`config.mk`:
```
export PLATFORM = sky130hd
export DESIGN_NAME = csa_alu
export DESIGN_NICKNAME = d
export VERILOG_FILES = /design/src/csa_pkg.sv /design/src/csa_alu.sv
export SDC_FILE = /design/constraint.sdc
export NUM_CORES = 1
export LEC_CHECK = 0
export ABC_AREA = 1
export BUFFER_PORTS_ARGS = -buffer_cell sky130_fd_sc_hd__buf_4
export CAP_MARGIN = 15
export CORE_UTILIZATION = 45
export CTS_BUF_LIST = sky130_fd_sc_hd__clkbuf_8
export DETAILED_ROUTE_END_ITERATION = 12
export PLACE_DENSITY = 0.74
export SLEW_MARGIN = 10
export SYNTH_ARGS = -nofsm -noshare
export SYNTH_HDL_FRONTEND = slang
export SYNTH_SLANG_ARGS = --single-unit
```
`constraint.sdc`:
```
create_clock -name sys_clk -period 9.2 [get_ports sys_clk]
set_input_delay 0.46 -clock sys_clk [delete_from_list [all_inputs] [get_ports sys_clk]]
set_output_delay 0.46 -clock sys_clk [all_outputs]
set_load 0.03 [all_outputs]
```
`src/csa_pkg.sv`:
```
// Purpose: Shared constants and types for the 20-bit shift/subtract/swap ALU
// Assumes: Single clock, registers reached over Avalon-MM with waitrequest
// Notes: Register offsets are byte addresses of aligned 32-bit words
package csa_pkg;
  // ==========================================================
  // Register map
  localparam logic [3:0] OFS_CTRL = 4'h0;
  localparam logic [3:0] OFS_DST = 4'h4;
  localparam logic [3:0] OFS_SRC = 4'h8;
  localparam logic [3:0] OFS_RES = 4'hC;
  // Control field positions
  localparam int CTRL_OP_LSB = 0;
  localparam int CTRL_SZ_LSB = 4;
  localparam int CTRL_CNT_LSB = 8;
  localparam int CTRL_MEM_BIT = 12;
  localparam int CTRL_EXT_BIT = 13;
  localparam int CTRL_GO_BIT = 31;
  // Status register field positions
  localparam int SR_C = 0;
  localparam int SR_Z = 1;
  localparam int SR_N = 2;
  localparam int SR_GIE = 3;
  localparam int SR_CORE_OFF_BIT = 4;
  localparam int SR_OSCILLATOR_OFF_BIT = 5;
  localparam int SR_V = 8;
  localparam logic [8:0] SR_RESET = 9'h000;
  localparam logic [31:0] RD_UNMAPPED = 32'h0000_0000;
  // Execution latency in cycles
  localparam int EXEC_CYCLES = 1;

  // ==========================================================
  // Operations
  typedef enum logic [3:0] {
    OP_MULTI_SHIFT = 4'b0000,
    OP_SINGLE_SHIFT = 4'b0001,
    OP_BORROW_SUB = 4'b0010,
    OP_EXT_SUB = 4'b0011,
    OP_SUB_CARRY = 4'b0100,
    OP_BYTE_SWAP = 4'b0101,
    OP_SIGN_EXT = 4'b0110
  } csa_op_t;

  typedef enum logic [1:0] {
    SZ_BYTE = 2'b00,
    SZ_WORD = 2'b01,
    SZ_AWORD = 2'b10
  } csa_size_t;

  // Command carried to the datapath
  typedef struct packed {
    csa_op_t op;
    csa_size_t size;
    logic [2:0] count;
    logic mem_mode;
    logic has_ext;
  } csa_cmd_t;

  // Flags produced by the datapath
  typedef struct packed {
    logic v;
    logic n;
    logic z;
    logic c;
  } csa_flags_t;
endpackage : csa_pkg

```
`src/csa_alu.sv`:
```
// Purpose: Execution datapath for extended shift, subtract, swap and sign-extend
// Assumes: Avalon-MM slave with waitrequest; operands written before GO
// Notes: Result and flags land one cycle after GO; status word readable
//
// Decided for this implementation: the Avalon-MM register port and the address map.
`timescale 1ns/10ps
// Behaviour
// - Multi-shift: right shift by one to four, zeros enter top, unsigned divide.
// - Word multi-shift forces result bits 19:16 to zero.
// - Multi-shift N is bit 19 or 15 by size; Z means zero result.
// - Multi-shift carry gets original bit n-1; overflow cleared.
// - Multi-shift decoded without an extension word; one is illegal.
// - Single-bit unsigned shift: register only, zero into top, low bit to carry.
// - Single-bit shift byte clears bits 19:8, word clears 19:16.
// - Single-bit shift N from bit 7, 15 or 19; C old low bit; V cleared.
// - Borrow-subtract: destination plus all-ones of width plus carry.
// - Borrow-subtract carry set with no borrow, cleared on borrow.
// - Subtracts treat carry as inverted borrow.
// - Extended subtract adds inverted source plus one; source unchanged.
// - Extended subtract N on negative, Z on equality, C on carry out.
// - Subtract V on sign overflow of opposite-signed operands.
// - Subtract-with-carry adds inverted source plus carry flag.
// - Register swap exchanges bytes; address-word keeps 19:16, word clears.
// - Memory address-word swap clears 31:20, keeps 19:16; word swaps word only.
// - Byte swap leaves N, Z, C and V unchanged.
// - No operation touches oscillator-off, core-off or interrupt enable bits.
// - Sign extend copies bit 7 upward; register mode fills bits 19:8.
module csa_alu (
  input wire logic sys_clk, // 200 MHz clock
  input wire logic nrst, // Async reset, active low
  input wire logic [3:0] avs_address, // Byte address
  input wire logic avs_read, // Read strobe
  input wire logic avs_write, // Write strobe
  input wire logic [31:0] avs_writedata, // Write data
  input wire logic [3:0] avs_byteenable, // Byte lanes
  output logic [31:0] avs_readdata, // Read data
  output logic avs_waitrequest, // Stall
  output logic busy, // Operation in flight
  output logic illegal_r // Last command rejected
);

  // ==========================================================
  // Registers
  csa_pkg::csa_cmd_t cmd_r;
  logic [31:0] dst_r;
  logic [31:0] src_r;
  logic [8:0] sr_r;
  logic go_r;
  logic rd_pend_r;
  logic [31:0] wdata;
  logic [31:0] ctrl_word;

  // Merge byte lanes over the current value
  // Shared by every writable register so partial writes behave alike
  function automatic logic [31:0] lane_merge(input logic [31:0] old, input logic [31:0] nw, input logic [3:0] be);
    logic [31:0] m;
    m = old;
    for (int i = 0; i < 4; i++) begin
      if (be[i]) begin
        m[i*8 +: 8] = nw[i*8 +: 8];
      end
    end
    return m;
  endfunction : lane_merge

  // Control writes merge over the readable image; untouched lanes keep their fields
  assign ctrl_word = {18'h0_0000, cmd_r.has_ext, cmd_r.mem_mode, 1'b0, cmd_r.count, 2'b00, cmd_r.size, cmd_r.op};
  assign wdata = lane_merge(ctrl_word, avs_writedata, avs_byteenable);

  // ==========================================================
  // Datapath
  logic [19:0] res_nxt;
  logic [31:0] mem_nxt;
  csa_pkg::csa_flags_t fl_nxt;
  logic upd_flags;
  logic illegal_nxt;
  logic [19:0] d;
  logic [19:0] s;
  logic [19:0] mask;
  logic [19:0] msb;
  logic [20:0] sum;
  logic cin;
  logic dneg;
  logic sneg;
  logic rneg;

  // Operand width masks; bits above the width reach a result only in memory-word swap and sign extend
  always_comb begin
    d = dst_r[19:0];
    s = src_r[19:0];
    case (cmd_r.size)
      csa_pkg::SZ_BYTE: begin
        mask = 20'h0_00FF;
        msb = 20'h0_0080;
      end
      csa_pkg::SZ_WORD: begin
        mask = 20'h0_FFFF;
        msb = 20'h0_8000;
      end
      default: begin
        mask = 20'hF_FFFF;
        msb = 20'h8_0000;
      end
    endcase
  end

  // Adder shared by all subtract forms
  always_comb begin
    cin = 1'b0;
    sum = 21'h00_0000;
    case (cmd_r.op)
      csa_pkg::OP_BORROW_SUB: begin
        cin = sr_r[csa_pkg::SR_C];
        sum = {1'b0, d & mask} + {1'b0, mask} + {20'h0_0000, cin};
      end
      csa_pkg::OP_EXT_SUB: begin
        cin = 1'b1;
        sum = {1'b0, d & mask} + {1'b0, ~s & mask} + {20'h0_0000, cin};
      end
      csa_pkg::OP_SUB_CARRY: begin
        cin = sr_r[csa_pkg::SR_C];
        sum = {1'b0, d & mask} + {1'b0, ~s & mask} + {20'h0_0000, cin};
      end
      default: begin
        sum = 21'h00_0000;
      end
    endcase
  end

  always_comb begin
    res_nxt = d;
    mem_nxt = dst_r;
    fl_nxt = '{v: sr_r[csa_pkg::SR_V], n: sr_r[csa_pkg::SR_N], z: sr_r[csa_pkg::SR_Z], c: sr_r[csa_pkg::SR_C]};
    upd_flags = 1'b1;
    illegal_nxt = 1'b0;
    dneg = |(d & msb);
    // Borrow-subtract has an implied zero source, which is never negative
    sneg = (cmd_r.op != csa_pkg::OP_BORROW_SUB) && |(s & msb);
    rneg = 1'b0;
    case (cmd_r.op)
      csa_pkg::OP_MULTI_SHIFT: begin
        // Byte size and counts outside one to four are refused too
        // no extension word
        if (cmd_r.has_ext || cmd_r.mem_mode || cmd_r.size == csa_pkg::SZ_BYTE ||
            cmd_r.count == 3'd0 || cmd_r.count > 3'd4) begin
          illegal_nxt = 1'b1;
          upd_flags = 1'b0;
        end else begin
          res_nxt = (d & mask) >> cmd_r.count;
          res_nxt = res_nxt & mask;
          fl_nxt.c = d[cmd_r.count - 3'd1];
          fl_nxt.v = 1'b0;
          fl_nxt.n = |(res_nxt & msb);
          fl_nxt.z = (res_nxt == 20'h0_0000);
        end
      end
      csa_pkg::OP_SINGLE_SHIFT: begin
        // Memory destinations have no encoding for this shift
        // register destination only
        if (cmd_r.mem_mode) begin
          illegal_nxt = 1'b1;
          upd_flags = 1'b0;
        end else begin
          res_nxt = (d & mask) >> 1;
          fl_nxt.n = |(res_nxt & msb);
          fl_nxt.z = (res_nxt == 20'h0_0000);
          fl_nxt.c = d[0];
          fl_nxt.v = 1'b0;
        end
      end
      csa_pkg::OP_BORROW_SUB, csa_pkg::OP_EXT_SUB, csa_pkg::OP_SUB_CARRY: begin
        res_nxt = sum[19:0] & mask;
        mem_nxt = {12'h000, res_nxt};
        rneg = |(res_nxt & msb);
        fl_nxt.n = rneg;
        fl_nxt.z = (res_nxt == 20'h0_0000);
        // Carry out sits at bit 8, 16 or 20 by size
        // carry is not-borrow
        case (cmd_r.size)
          csa_pkg::SZ_BYTE: fl_nxt.c = sum[8];
          csa_pkg::SZ_WORD: fl_nxt.c = sum[16];
          default: fl_nxt.c = sum[20];
        endcase
        fl_nxt.v = (~dneg & sneg & rneg) | (dneg & ~sneg & ~rneg);
      end
      csa_pkg::OP_BYTE_SWAP: begin
        // Swap has no byte form, so that code is refused
        // flags held
        upd_flags = 1'b0;
        if (cmd_r.size == csa_pkg::SZ_BYTE) begin
          illegal_nxt = 1'b1;
        end else if (cmd_r.mem_mode) begin
          if (cmd_r.size == csa_pkg::SZ_AWORD) begin
            mem_nxt = {12'h000, dst_r[19:16], dst_r[7:0], dst_r[15:8]};
          end else begin
            mem_nxt = {dst_r[31:16], dst_r[7:0], dst_r[15:8]};
          end
          res_nxt = mem_nxt[19:0];
        end else begin
          res_nxt = {(cmd_r.size == csa_pkg::SZ_AWORD) ? d[19:16] : 4'h0, d[7:0], d[15:8]};
        end
      end
      csa_pkg::OP_SIGN_EXT: begin
        if (cmd_r.size == csa_pkg::SZ_BYTE) begin
          illegal_nxt = 1'b1;
          upd_flags = 1'b0;
        end else begin
          // Register mode fills 19:8 at either size
          if (!cmd_r.mem_mode) begin
            res_nxt = {{12{d[7]}}, d[7:0]};
            mem_nxt = {12'h000, res_nxt};
          end else if (cmd_r.size == csa_pkg::SZ_AWORD) begin
            // Memory address-word clears 31:20
            res_nxt = {{12{d[7]}}, d[7:0]};
            mem_nxt = {12'h000, res_nxt};
          end else begin
            // Memory word extends only into 15:8
            res_nxt = {d[19:16], {8{d[7]}}, d[7:0]};
            mem_nxt = {dst_r[31:16], {8{d[7]}}, d[7:0]};
          end
          fl_nxt.n = |(res_nxt & msb);
          fl_nxt.z = ((res_nxt & mask) == 20'h0_0000);
          fl_nxt.c = ~fl_nxt.z;
          fl_nxt.v = 1'b0;
        end
      end
      default: begin
        illegal_nxt = 1'b1;
        upd_flags = 1'b0;
      end
    endcase
    // Register mode clears bits 31:20 of the written-back word for every legal command
    if (!cmd_r.mem_mode && !illegal_nxt) begin
      mem_nxt = {12'h000, res_nxt};
    end
  end

  // ==========================================================
  // Write decode
  logic wr_take;
  logic wr_ctrl;
  logic wr_dst;
  logic wr_src;
  logic wr_stat;

  // Writes are taken only outside the execute cycle, the same term that stalls them
  assign wr_take = avs_write & ~busy;
  assign wr_ctrl = wr_take & (avs_address == csa_pkg::OFS_CTRL);
  assign wr_dst = wr_take & (avs_address == csa_pkg::OFS_DST);
  assign wr_src = wr_take & (avs_address == csa_pkg::OFS_SRC);
  assign wr_stat = wr_take & (avs_address == csa_pkg::OFS_RES);

  // ==========================================================
  // Command register
  // Reset value is a legal word shift by one, so a stray start is harmless
  always_ff @(posedge sys_clk or negedge nrst) begin
    if (!nrst) begin
      cmd_r <= '{op: csa_pkg::OP_MULTI_SHIFT, size: csa_pkg::SZ_WORD, count: 3'd1, mem_mode: 1'b0, has_ext: 1'b0};
    end else if (wr_ctrl) begin
      cmd_r.op <= csa_pkg::csa_op_t'(wdata[csa_pkg::CTRL_OP_LSB +: 4]);
      cmd_r.size <= csa_pkg::csa_size_t'(wdata[csa_pkg::CTRL_SZ_LSB +: 2]);
      cmd_r.count <= wdata[csa_pkg::CTRL_CNT_LSB +: 3];
      cmd_r.mem_mode <= wdata[csa_pkg::CTRL_MEM_BIT];
      cmd_r.has_ext <= wdata[csa_pkg::CTRL_EXT_BIT];
    end
  end

  // Start pulse; one cycle wide, and the start bit is never stored
  always_ff @(posedge sys_clk or negedge nrst) begin
    if (!nrst) begin
      go_r <= 1'b0;
    end else begin
      go_r <= wr_ctrl & avs_byteenable[3] & avs_writedata[csa_pkg::CTRL_GO_BIT];
    end
  end

  // ==========================================================
  // Operand registers
  // Destination takes the result in the execute cycle; a write there is stalled anyway
  always_ff @(posedge sys_clk or negedge nrst) begin
    if (!nrst) begin
      dst_r <= 32'h0000_0000;
    end else if (go_r) begin
      dst_r <= mem_nxt;
    end else if (wr_dst) begin
      dst_r <= lane_merge(dst_r, avs_writedata, avs_byteenable);
    end
  end

  always_ff @(posedge sys_clk or negedge nrst) begin
    if (!nrst) begin
      src_r <= 32'h0000_0000;
    end else if (wr_src) begin
      src_r <= lane_merge(src_r, avs_writedata, avs_byteenable);
    end
  end

  // ==========================================================
  // Status
  // Reject flag follows every executed command, legal or not
  always_ff @(posedge sys_clk or negedge nrst) begin
    if (!nrst) begin
      illegal_r <= 1'b0;
    end else if (go_r) begin
      illegal_r <= illegal_nxt;
    end
  end

  // Status word; software writes stall in the execute cycle, so execution owns it then
  always_ff @(posedge sys_clk or negedge nrst) begin
    if (!nrst) begin
      sr_r <= csa_pkg::SR_RESET;
    end else if (go_r) begin
      if (upd_flags) begin
        sr_r[csa_pkg::SR_C] <= fl_nxt.c;
        sr_r[csa_pkg::SR_Z] <= fl_nxt.z;
        sr_r[csa_pkg::SR_N] <= fl_nxt.n;
        sr_r[csa_pkg::SR_V] <= fl_nxt.v;
      end
    end else if (wr_stat) begin
      sr_r <= 9'(lane_merge({23'h00_0000, sr_r}, avs_writedata, avs_byteenable));
    end
  end

  // ==========================================================
  // Read path
  // One wait cycle buys registered read data with no combinational mux on the bus
  always_ff @(posedge sys_clk or negedge nrst) begin
    if (!nrst) begin
      rd_pend_r <= 1'b0;
    end else begin
      rd_pend_r <= avs_read & ~rd_pend_r;
    end
  end

  // Read data holds between reads
  always_ff @(posedge sys_clk or negedge nrst) begin
    if (!nrst) begin
      avs_readdata <= 32'h0000_0000;
    end else if (avs_read && !rd_pend_r) begin
      case (avs_address)
        csa_pkg::OFS_CTRL: avs_readdata <= ctrl_word;
        csa_pkg::OFS_DST: avs_readdata <= dst_r;
        csa_pkg::OFS_SRC: avs_readdata <= src_r;
        csa_pkg::OFS_RES: avs_readdata <= {23'h00_0000, sr_r};
        default: avs_readdata <= csa_pkg::RD_UNMAPPED;
      endcase
    end
  end

  // ==========================================================
  // Handshake
  // Busy is the execute cycle itself; execution takes exactly one cycle
  assign busy = go_r;
  // Writes stall while executing; reads wait one cycle for registered data
  assign avs_waitrequest = (avs_read & ~rd_pend_r) | (avs_write & busy);

endmodule : csa_alu

```
==> impl_metrics.toml, run 1 <==
[status]
outcome = "finished clean"

[synthesis]
synth_cell_types = 58
synth_seq_cells = 119
synth_warnings = 0
seq_area_frac_synth_pct = 30.12
syn_avg_cell_area_um2 = 6.367
synth_top_area_cell = "dfrtp_1"
yosys-top-cells-count = "nand2_1 (452), o21ai_0 (187), inv_1 (169), dfrtp_1 (117), nand3_1 (113)"
ys_async_sr_fraction_pct = 100.0
post-synth-top-count-cell = "nand2_1"
synth_top_area_share_pct = 29.59
synth-edff-count = 0
syn_area_um2 = 9894
syn_inst = 1554
syn-num-nets = 1625
yosys-top-cells-area = "dfrtp_1 (30%), nand2_1 (17%), o21ai_0 (9.5%)"
synth_flop_cell = "dfrtp_1"

[power_and_ir_drop]
leakagePower_nw = 5.433
switching_share_pct = 53.00
vdd_drop_max_uv = 120.4
power_mw = 2.583
p_comb_share_pct = 52.9
powerDensity_nw_per_um2 = 234.3
p_seq_share_pct = 28.4
internal-power_mw = 1.214
netSwitchingPower_mw = 1.369
clock_power_share_pct = 18.7

[die]
start_util_pct = 46.48
die-area_um2 = 22580
ios = 79
die_h_um = 150.3
rows = 53
fp.coreArea_um2 = 21290
die_x_um = 150.3

[setup_path]
critPathLaunch = "cmd_r[3]"
end_kind = "flip-flop"
crit_buf_inv = 1
worstReg2RegEnd = "dst_r[8]"
r2r_start = "cmd_r[3]"
critical_path_required_ps = 9570
cpLargestDelayFamily = "simple AND/OR/NAND/NOR gates"
r2r_cells = 13
worst_path_most_repeated_cell = "nand2_1"
worstPathMaxFanout = 29
slowest_stage = "nor3_2"
path_class = "flip-flop to flip-flop"
slowest_delay_ps = 840
crit_chain = "clkinv_1, ha_1, nand2_1, nand3_1, a22oi_1, o221ai_2, nor2_4, nor4_2, nand2_1, o21ai_1, nor3_2, o21ai_0, o22ai_1"
rrSetupSlack_ps = 4570
critPathLaunchType = "flip-flop"
cp.arrival_ps = 5010

[routing]
wl_per_cell_um = 20.31
num_vias = 11280
drc_errors = 0
drt_wl_total_mm = 38.34
drt_iter0_markers = 1245
first_pass_iters = 6
viasPerCell = 5.973
ant_nets = 0

[cts]
insertion_delay_ps = 460
clockBufferDepth = 2
hold_buffers = 0
cts.clk_slew.worst_paths_ps = 100
htree_levels = 4
cts_root_buffer = "clkbuf_8"
cts_sinks = 119
cts_setup_buffers = 0
tritoncts = "built"
ctsResizeCount = 0
cts_made_buffers = 17

[finish]
area_delta_synth_final_pct = 11.43
drive_gt1_share_pct = 11.97
nNetsFinal = 1671
insertedDiodeCount = 0

[timing]
slew_headroom_pct = 26.44
fmax_mhz = 215.8
finalSetupTns_ps = 0
min_period_over_period_pct = 50.37
rsz0062_at_grt = "false"
skew_ps = 22.59
hold_viol = 0
setup_viol = 0
slew_viol_final = 0
tightestPinTransition_ps = 1097
period_needed_ps = 4634
whs_ps = 38.21

[global_route]
grt_start_max_net_pins = 70
overflow = 0
first_global_vias = 10400
antenna_found_initial = 0
grt_pass1_wl_mm = 58.65
grtUsageTotal_pct = 34.82

[placement]
place_hpwl_mm = 28.95
io_buffers = 78
place_congestion = 1.032

[flow_run]
maxCapViolCount = 0

[worst_hold_path]
hold_path.class = "input port to async pin"
metrics by stage:
stage                     utilization, %  std cells  instance area (um^2)  worst slack, ps
final                              51.80       1888                 11030             4566
after global routing               51.80       1888                 11030             4122
after CTS                          51.80       1888                 11030             4633
after detailed placement           49.97       1856                 10640             4677
after global placement             49.97       1856                 10640             4776
after floorplan                        -       1554                  9894             5456
placed cells by master (no fill, tap or decap), types with 6 or more instances in the layout:
cell,Yosys,routed
ha_1,26,26
buf_4,1,88
o21ai_1,17,17
nand3_1,113,113
nor2_4,8,8
inv_1,169,169
nor2_2,8,9
a21oi_1,90,90
nor2_1,112,111
o22ai_1,17,17
o2111ai_1,7,7
o21ai_0,187,187
nor3_1,15,14
inv_2,10,10
nand2_2,15,15
nand2_1,452,452
nand4_1,16,16
o211ai_1,11,11
clkbuf_8,0,17
nand3_2,6,6
a31oi_1,7,7
dfrtp_1,117,117
worst register-to-register path: cells and delay by family, from the launching register on:
kind	cells	cell delay [ps]
and+or+nand+nor	6	1690
adders and majority gates	1	500
AOI/OAI and AO/OA	5	910
DFF	1	650
buffers and inverters	1	780
state kept, by name (all words and copies together), names as in the netlist:
register      flops
src_r            32
cmd_r            11
rd_pend_r         1
busy              1
sr_r              9
illegal_r         1
dst_r            32
avs_readdata     32
routing by layer:
metal  GRT usage, %  up-vias  wire length (um)  share of wire (%)
li1               -     5276                 -                  -
met3          6.879      101              3650                9.5
met2          53.48      625             17080                 45
met4          14.85        0              1449                3.8
met1          47.39     5275             16150                 42
met5              0        -                 0                  0
power by group through the flow:
stage / logic, mW / registers [mW] / clock network [mW]
floorplan: 0.947 / 0.705 / 0
global placement: 1.32 / 0.737 / 0
detailed placement: 1.33 / 0.738 / 0
CTS: 1.33 / 0.729 / 0.484
global route: 1.51 / 0.743 / 0.508
finish: 1.37 / 0.735 / 0.482
layout make-up:
class | instances | area (um^2)
sequential | 119 | 2980
tap | 275 | 344.1
fill | 2191 | 10260
clock inverter | 15 | 153.9
clock buffer | 17 | 234.0
inverter | 185 | 696.9
multi-input combinational | 1189 | 5956
timing repair buffer | 88 | 660.6
worst max-delay path by stage:
stage	to	slack (ps)	cells past startpoint
floorplan	sr_r[1]	5460	28
detailed placement	dst_r[8]	4680	13
global route	dst_r[8]	4120	13
CTS	dst_r[8]	4630	13
global placement	dst_r[11]	4780	13
finish	dst_r[8]	4570	13
cell families after synthesis:
kind of cell / after synthesis / share of synthesized area (%)
AO/OA/AOI/OAI: 387 / 22.31
XOR/XNOR: 3 / 0.2656
adder cells (fa/ha/maj): 27 / 3.490
buffers and inverters: 246 / 9.762
flip-flops: 119 / 30.12
multiplexers: 2 / 0.2023
AND/OR/NAND/NOR: 770 / 33.85
(Power assumes the default switching activity.)
==> inputs of run 2 (changes only) <==
--- a/config.mk
+++ b/config.mk
@@ -11,7 +11,7 @@
 export CORE_UTILIZATION = 45
 export CTS_BUF_LIST = sky130_fd_sc_hd__clkbuf_8
 export DETAILED_ROUTE_END_ITERATION = 12
-export PLACE_DENSITY = 0.74
+export PLACE_DENSITY = 0.76
 export SLEW_MARGIN = 10
 export SYNTH_ARGS = -nofsm -noshare
 export SYNTH_HDL_FRONTEND = slang
==> constraint.sdc (replaced) <==
create_clock -name sys_clk -period 4.2 [get_ports sys_clk]
set_input_delay 0.21 -clock sys_clk [delete_from_list [all_inputs] [get_ports sys_clk]]
set_output_delay 0.21 -clock sys_clk [all_outputs]
set_load 0.03 [all_outputs]
==> run 2 against run 1 <==
Maximum frequency rose by 22%. Register-to-register slack worse by 4200 ps. Worst setup slack worse by 4200 ps. Critical endpoint is now sr_r[1].
==> impl_metrics.toml, run 2 (synthesis results as in run 1) <==
[status]
outcome = "finished clean"

[global_route]
first_global_vias = 10370
overflow = 0
grtUsageTotal_pct = 34.69
antenna_found_initial = 0
grt_pass1_wl_mm = 58.52
grt_start_max_net_pins = 61

[timing]
slew_viol_final = 0
min_period_over_period_pct = 90.34
period_needed_ps = 3794
hold_viol = 0
fmax_mhz = 263.5
skew_ps = 16.92
rsz0062_at_grt = "false"
setup_viol = 0
slew_headroom_pct = 45.96
finalSetupTns_ps = 0
tightestPinTransition_ps = 810.7

[setup_path]
slowest_delay_ps = 550
cp.arrival_ps = 4190
r2r_cells = 21
critical_path_required_ps = 4590
critPathLaunchType = "flip-flop"
worstReg2RegEnd = "sr_r[1]"
slowest_stage = "fa_1"
critPathLaunch = "dst_r[0]"
r2r_start = "dst_r[0]"
end_kind = "flip-flop"
path_class = "flip-flop to flip-flop"
rrSetupSlack_ps = 410
worstPathMaxFanout = 5
worst_path_most_repeated_cell = "nand3_1"
crit_path_end = "sr_r[1]"
crit_chain = "ha_1, fa_1, ha_1, inv_1, nor2_1, nand3_1, nor2_2, nand3_1, nand3_1, nand2_1, nand2_1, nand3_1, nor2_1, nand3_1, nor2_1, nand2_1, nor2_1, nand3_1, nand3_1, nand2_1, a21oi_2"

[routing]
drt_wl_total_mm = 38.43
wl_per_cell_um = 20.01
num_vias = 11430
drt_iter0_markers = 1478
drc_errors = 0
ant_nets = 0
first_pass_iters = 6
viasPerCell = 5.955

[finish]
nNetsFinal = 1703
area_delta_synth_final_pct = 14.09
reg_top3 = "avs_readdata: 32 flops, dst_r: 32 flops, src_r: 32 flops"
layout.cells.most_common_list = "nand2_1 (452), o21ai_0 (187), inv_1 (169), dfrtp_1 (117), nand3_1 (113)"
num-fill-cells = 2167
drive_gt1_share_pct = 13.19
insertedDiodeCount = 0
layout_commonest_cell = "nand2_1"

[worst_hold_path]
hp-start = "avs_writedata[30]"
hold_path.class = "input port to flip-flop"

[cts]
insertion_delay_ps = 460
ctsResizeCount = 0
cts_made_buffers = 17
cts_root_buffer = "clkbuf_8"
tritoncts = "built"
htree_levels = 4
cts_sinks = 119
cts.clk_slew.worst_paths_ps = 90
clockBufferDepth = 2

[power_and_ir_drop]
power_mw = 5.733
leakagePower_nw = 5.583
powerDensity_nw_per_um2 = 507.9
vdd_drop_max_uv = 250.1

[die]
die-area_um2 = 22580
die_x_um = 150.3
fp.coreArea_um2 = 21290
ios = 79
die_h_um = 150.3
start_util_pct = 46.48
rows = 53

[placement]
io_buffers = 78
place_congestion = 1.021
place_hpwl_mm = 29.22

[flow_run]
maxCapViolCount = 0
## run 2: cell types whose count changed in the layout (fill, tap and decap cells not counted)
| cell | previous run | this run |
|---|---|---|
| inv_6 | 4 | 6 |
| dlygate4sd3_1 | 0 | 8 |
| clkinv_4 | 3 | 2 |
| buf_4 | 88 | 112 |
| clkinv_8 | 2 | 3 |
| inv_8 | 4 | 2 |
## run 2: power breakdown
part           switching, mW  internal [mW]  total (mW)  leakage, nW
logic                   2.16          0.940        3.10         3.90
registers              0.238           1.35        1.59         1.49
clock network          0.608          0.442        1.05        0.191
total                   3.00           2.73        5.73         5.58
## run 2: worst min-delay path by stage
stage	end	slack, ps	cells past startpoint
global placement	avs_readdata[20]	340	1
floorplan	avs_readdata[0]	-90	0
CTS	busy	2	3
finish	dst_r[30]	20	3
global route	dst_r[21]	3	3
detailed placement	avs_readdata[20]	350	1
## run 2: through the flow
step | utilization [%] | area [um^2] | instances | hold WS, ps | setup slack, ps
after global routing | 53.03 | 11290 | 1920 | 3.316 | 71.96
after global placement | 50.82 | 10820 | 1880 | 342.8 | 494.5
final | 53.03 | 11290 | 1920 | 15.88 | 405.6
after detailed placement | 50.82 | 10820 | 1880 | 351.5 | 500.5
after floorplan | - | 9894 | 1554 | -85.59 | 456.0
after CTS | 52.84 | 11250 | 1916 | 2.289 | 465.2
## run 2: per-layer routing
metal	GRT usage (%)	up-vias	part of all wire, %
met5	0	-	0
met4	15.30	0	4.3
met3	4.939	104	8.9
met2	52.88	656	44
met1	48.57	5313	43
li1	-	5361	-
## run 2: worst max-delay path: cells and delay by family (launching register included)
kind	cells	cell delay (ps)
compound gates	1	140
fa+ha+maj	3	1010
buf+inv	1	40
flops	1	460
simple gates	16	2100
## run 2: final cells by class
cell class	count	area (um^2)	area share [%]
Clock buffer	17	234.0	2.073
Sequential cell	119	2980	26.40
Multi-Input combinational cell	1189	5956	52.76
Clock inverter	15	156.4	1.386
Inverter	185	696.9	6.174
Timing Repair Buffer	120	920.9	8.158
Tap cell	275	344.1	3.048
## run 2: repair_timing
item,in CTS,in global routing
setup endpoints to repair,0,0
hold buffers,4,4
endpoints found under the hold margin,61,5
setup buffers,0,0
==> inputs of run 3 (changes only) <==
==> constraint.sdc (replaced) <==
create_clock -name sys_clk -period 4.2 [get_ports sys_clk]
set_input_delay 0.63 -clock sys_clk [delete_from_list [all_inputs] [get_ports sys_clk]]
set_output_delay 0.63 -clock sys_clk [all_outputs]
set_load 0.03 [all_outputs]
==> run 3 against run 2 <==
Critical path depth up 1. Global-route usage decreased by 0.79 points. Clock power grew 9.5%. Clock skew is essentially flat. Maximum frequency up 4.5%. Core utilization down 0.21 points. Routed wire length decreased by 1.5%. Critical endpoint is now sr_r[8]. Largest cell class unchanged.
==> impl_metrics.toml, run 3 (synthesis results as in run 1) <==
[status]
outcome = "finished clean"

[finish]
layout.cells.most_common_list = "nand2_1 (452), o21ai_0 (187), inv_1 (170), dfrtp_1 (117), nand3_1 (113)"
drive_gt1_share_pct = 13.09
fin_util_pct = 52.82
area_delta_synth_final_pct = 13.64
insertedDiodeCount = 0
layout_commonest_cell = "nand2_1"
reg_top3 = "avs_readdata: 32 flops, dst_r: 32 flops, src_r: 32 flops"
nNetsFinal = 1693

[die]
fp.coreArea_um2 = 21290
start_util_pct = 46.48
ios = 79
die-area_um2 = 22580
die_h_um = 150.3
rows = 53
die_x_um = 150.3

[cts]
ctsResizeCount = 0
cts_setup_buffers = 0
htree_levels = 4
cts_root_buffer = "clkbuf_8"
hold_buffers = 0
insertion_delay_ps = 440
cts.clk_slew.worst_paths_ps = 80
cts_sinks = 119
tritoncts = "built"
cts_made_buffers = 17
clockBufferDepth = 2

[global_route]
overflow = 0
grt_pass1_wl_mm = 57.88
first_global_vias = 10380
grtUsageTotal_pct = 33.90
grt_start_max_net_pins = 60
antenna_found_initial = 0

[routing]
drc_errors = 0
viasPerCell = 5.938
ant_nets = 0
drt_iter0_markers = 1394
num_vias = 11340
wl_per_cell_um = 19.82
first_pass_iters = 6
drt_wl_total_mm = 37.86

[setup_path]
slowest_delay_ps = 590
slowest_stage = "dfstp_2"
end_kind = "flip-flop"
cp.arrival_ps = 4000
path_class = "flip-flop to flip-flop"
critical_path_required_ps = 4570
critPathLaunchType = "flip-flop"
cpLargestDelayFamily = "simple AND/OR/NAND/NOR gates"
crit_buf_inv = 1
worstPathMaxFanout = 39
crit_chain = "nor2_2, buf_12, nor2_1, ha_1, a21oi_1, and3_1, nand2_2, nand2_1, nand2_1, nand2_1, nand2_2, nor2_4, nand2_2, nor2_4, nand2_1, nand3_1, nand2_1, a22oi_2, nand2_1, o21ai_1, nand4_1, a21oi_1"
worst_path_most_repeated_cell = "nand2_1"
rrSetupSlack_ps = 570
r2r_cells = 22
r2r_start = "cmd_r[5]"
worstReg2RegEnd = "sr_r[8]"

[timing]
slew_viol_final = 0
min_period_over_period_pct = 86.43
skew_ps = 16.42
setup_viol = 0
rsz0062_at_grt = "false"
fmax_mhz = 275.5
tightestPinTransition_ps = 787.8
hold_viol = 0
finalSetupTns_ps = 0
slew_headroom_pct = 47.48
period_needed_ps = 3630

[power_and_ir_drop]
switching_share_pct = 50.37
powerDensity_nw_per_um2 = 517.2
p_seq_share_pct = 27.6
p_comb_share_pct = 52.6
internal-power_mw = 2.886
leakagePower_nw = 5.567
vdd_drop_max_uv = 263.1
clock_power_share_pct = 19.8
netSwitchingPower_mw = 2.929

[placement]
place_hpwl_mm = 28.83
place_congestion = 1.026
io_buffers = 78

[flow_run]
maxCapViolCount = 0

[worst_hold_path]
hold_path.class = "input port to async pin"
run 3: how the worst max path moves through the flow:
stage | start | cells past startpoint | endpoint | slack [ps]
after global routing | cmd_r[5] | 22 | sr_r[1] | 160
after CTS | cmd_r[5] | 24 | sr_r[1] | 640
final | cmd_r[5] | 22 | sr_r[8] | 570
after floorplan | cmd_r[6] | 28 | sr_r[1] | 460
after detailed placement | cmd_r[5] | 24 | sr_r[1] | 660
after global placement | dst_r[0] | 19 | sr_r[1] | 710
run 3: per-layer routing:
metal	vias to the layer above	GRT usage, %	wire length, um
met2	623	50.51	16260
met1	5279	46.85	15940
met4	0	15.91	1647
met3	107	6.758	4021
met5	-	0	0
li1	5333	-	-
run 3: worst reg2reg max path: stages, from the launching register on:
cell	delay (ps)
dfstp_2	590
nor2_2	60
buf_12	170
nor2_1	170
ha_1	300
a21oi_1	320
and3_1	220
nand2_2	120
nand2_1	110
nand2_1	50
nand2_1	70
nand2_2	90
nor2_4	120
nand2_2	100
nor2_4	140
nand2_1	70
nand3_1	90
nand2_1	130
a22oi_2	170
nand2_1	100
o21ai_1	100
nand4_1	130
a21oi_1	160
run 3: cell type report:
| cell class | instances | area (um^2) |
|---|---|---|
| well taps | 275 | 344.1 |
| inverters | 185 | 696.9 |
| clock inverters | 15 | 195.2 |
| clock buffers | 17 | 234.0 |
| multi-input cells | 1189 | 5956 |
| fillers | 2158 | 10040 |
| repair buffers | 110 | 838.3 |
| flip-flops and latches | 119 | 2980 |
run 3: power by group through the flow:
stage / logic [mW] / clock network [mW] / registers (mW)
3_3_place_gp: 2.95 / 0 / 1.61
2_1_floorplan: 2.07 / 0 / 1.54
6_report: 3.06 / 1.15 / 1.60
3_5_place_dp: 2.97 / 0 / 1.61
5_1_grt: 3.37 / 1.21 / 1.62
4_1_cts: 2.98 / 1.16 / 1.59
run 3: through the flow:
step                instance area (um^2)  std cells  setup WS, ps  hold WS [ps]  total power, mW
finish                             11240       1910         570.1         255.0            5.816
global route                       11240       1910         164.1         323.9            6.202
CTS                                11240       1910         643.0         285.0            5.736
detailed placement                 10820       1878         660.0         465.8            4.580
global placement                   10820       1878         709.1         464.5            4.553
floorplan                           9894       1554         456.0         334.4            3.618
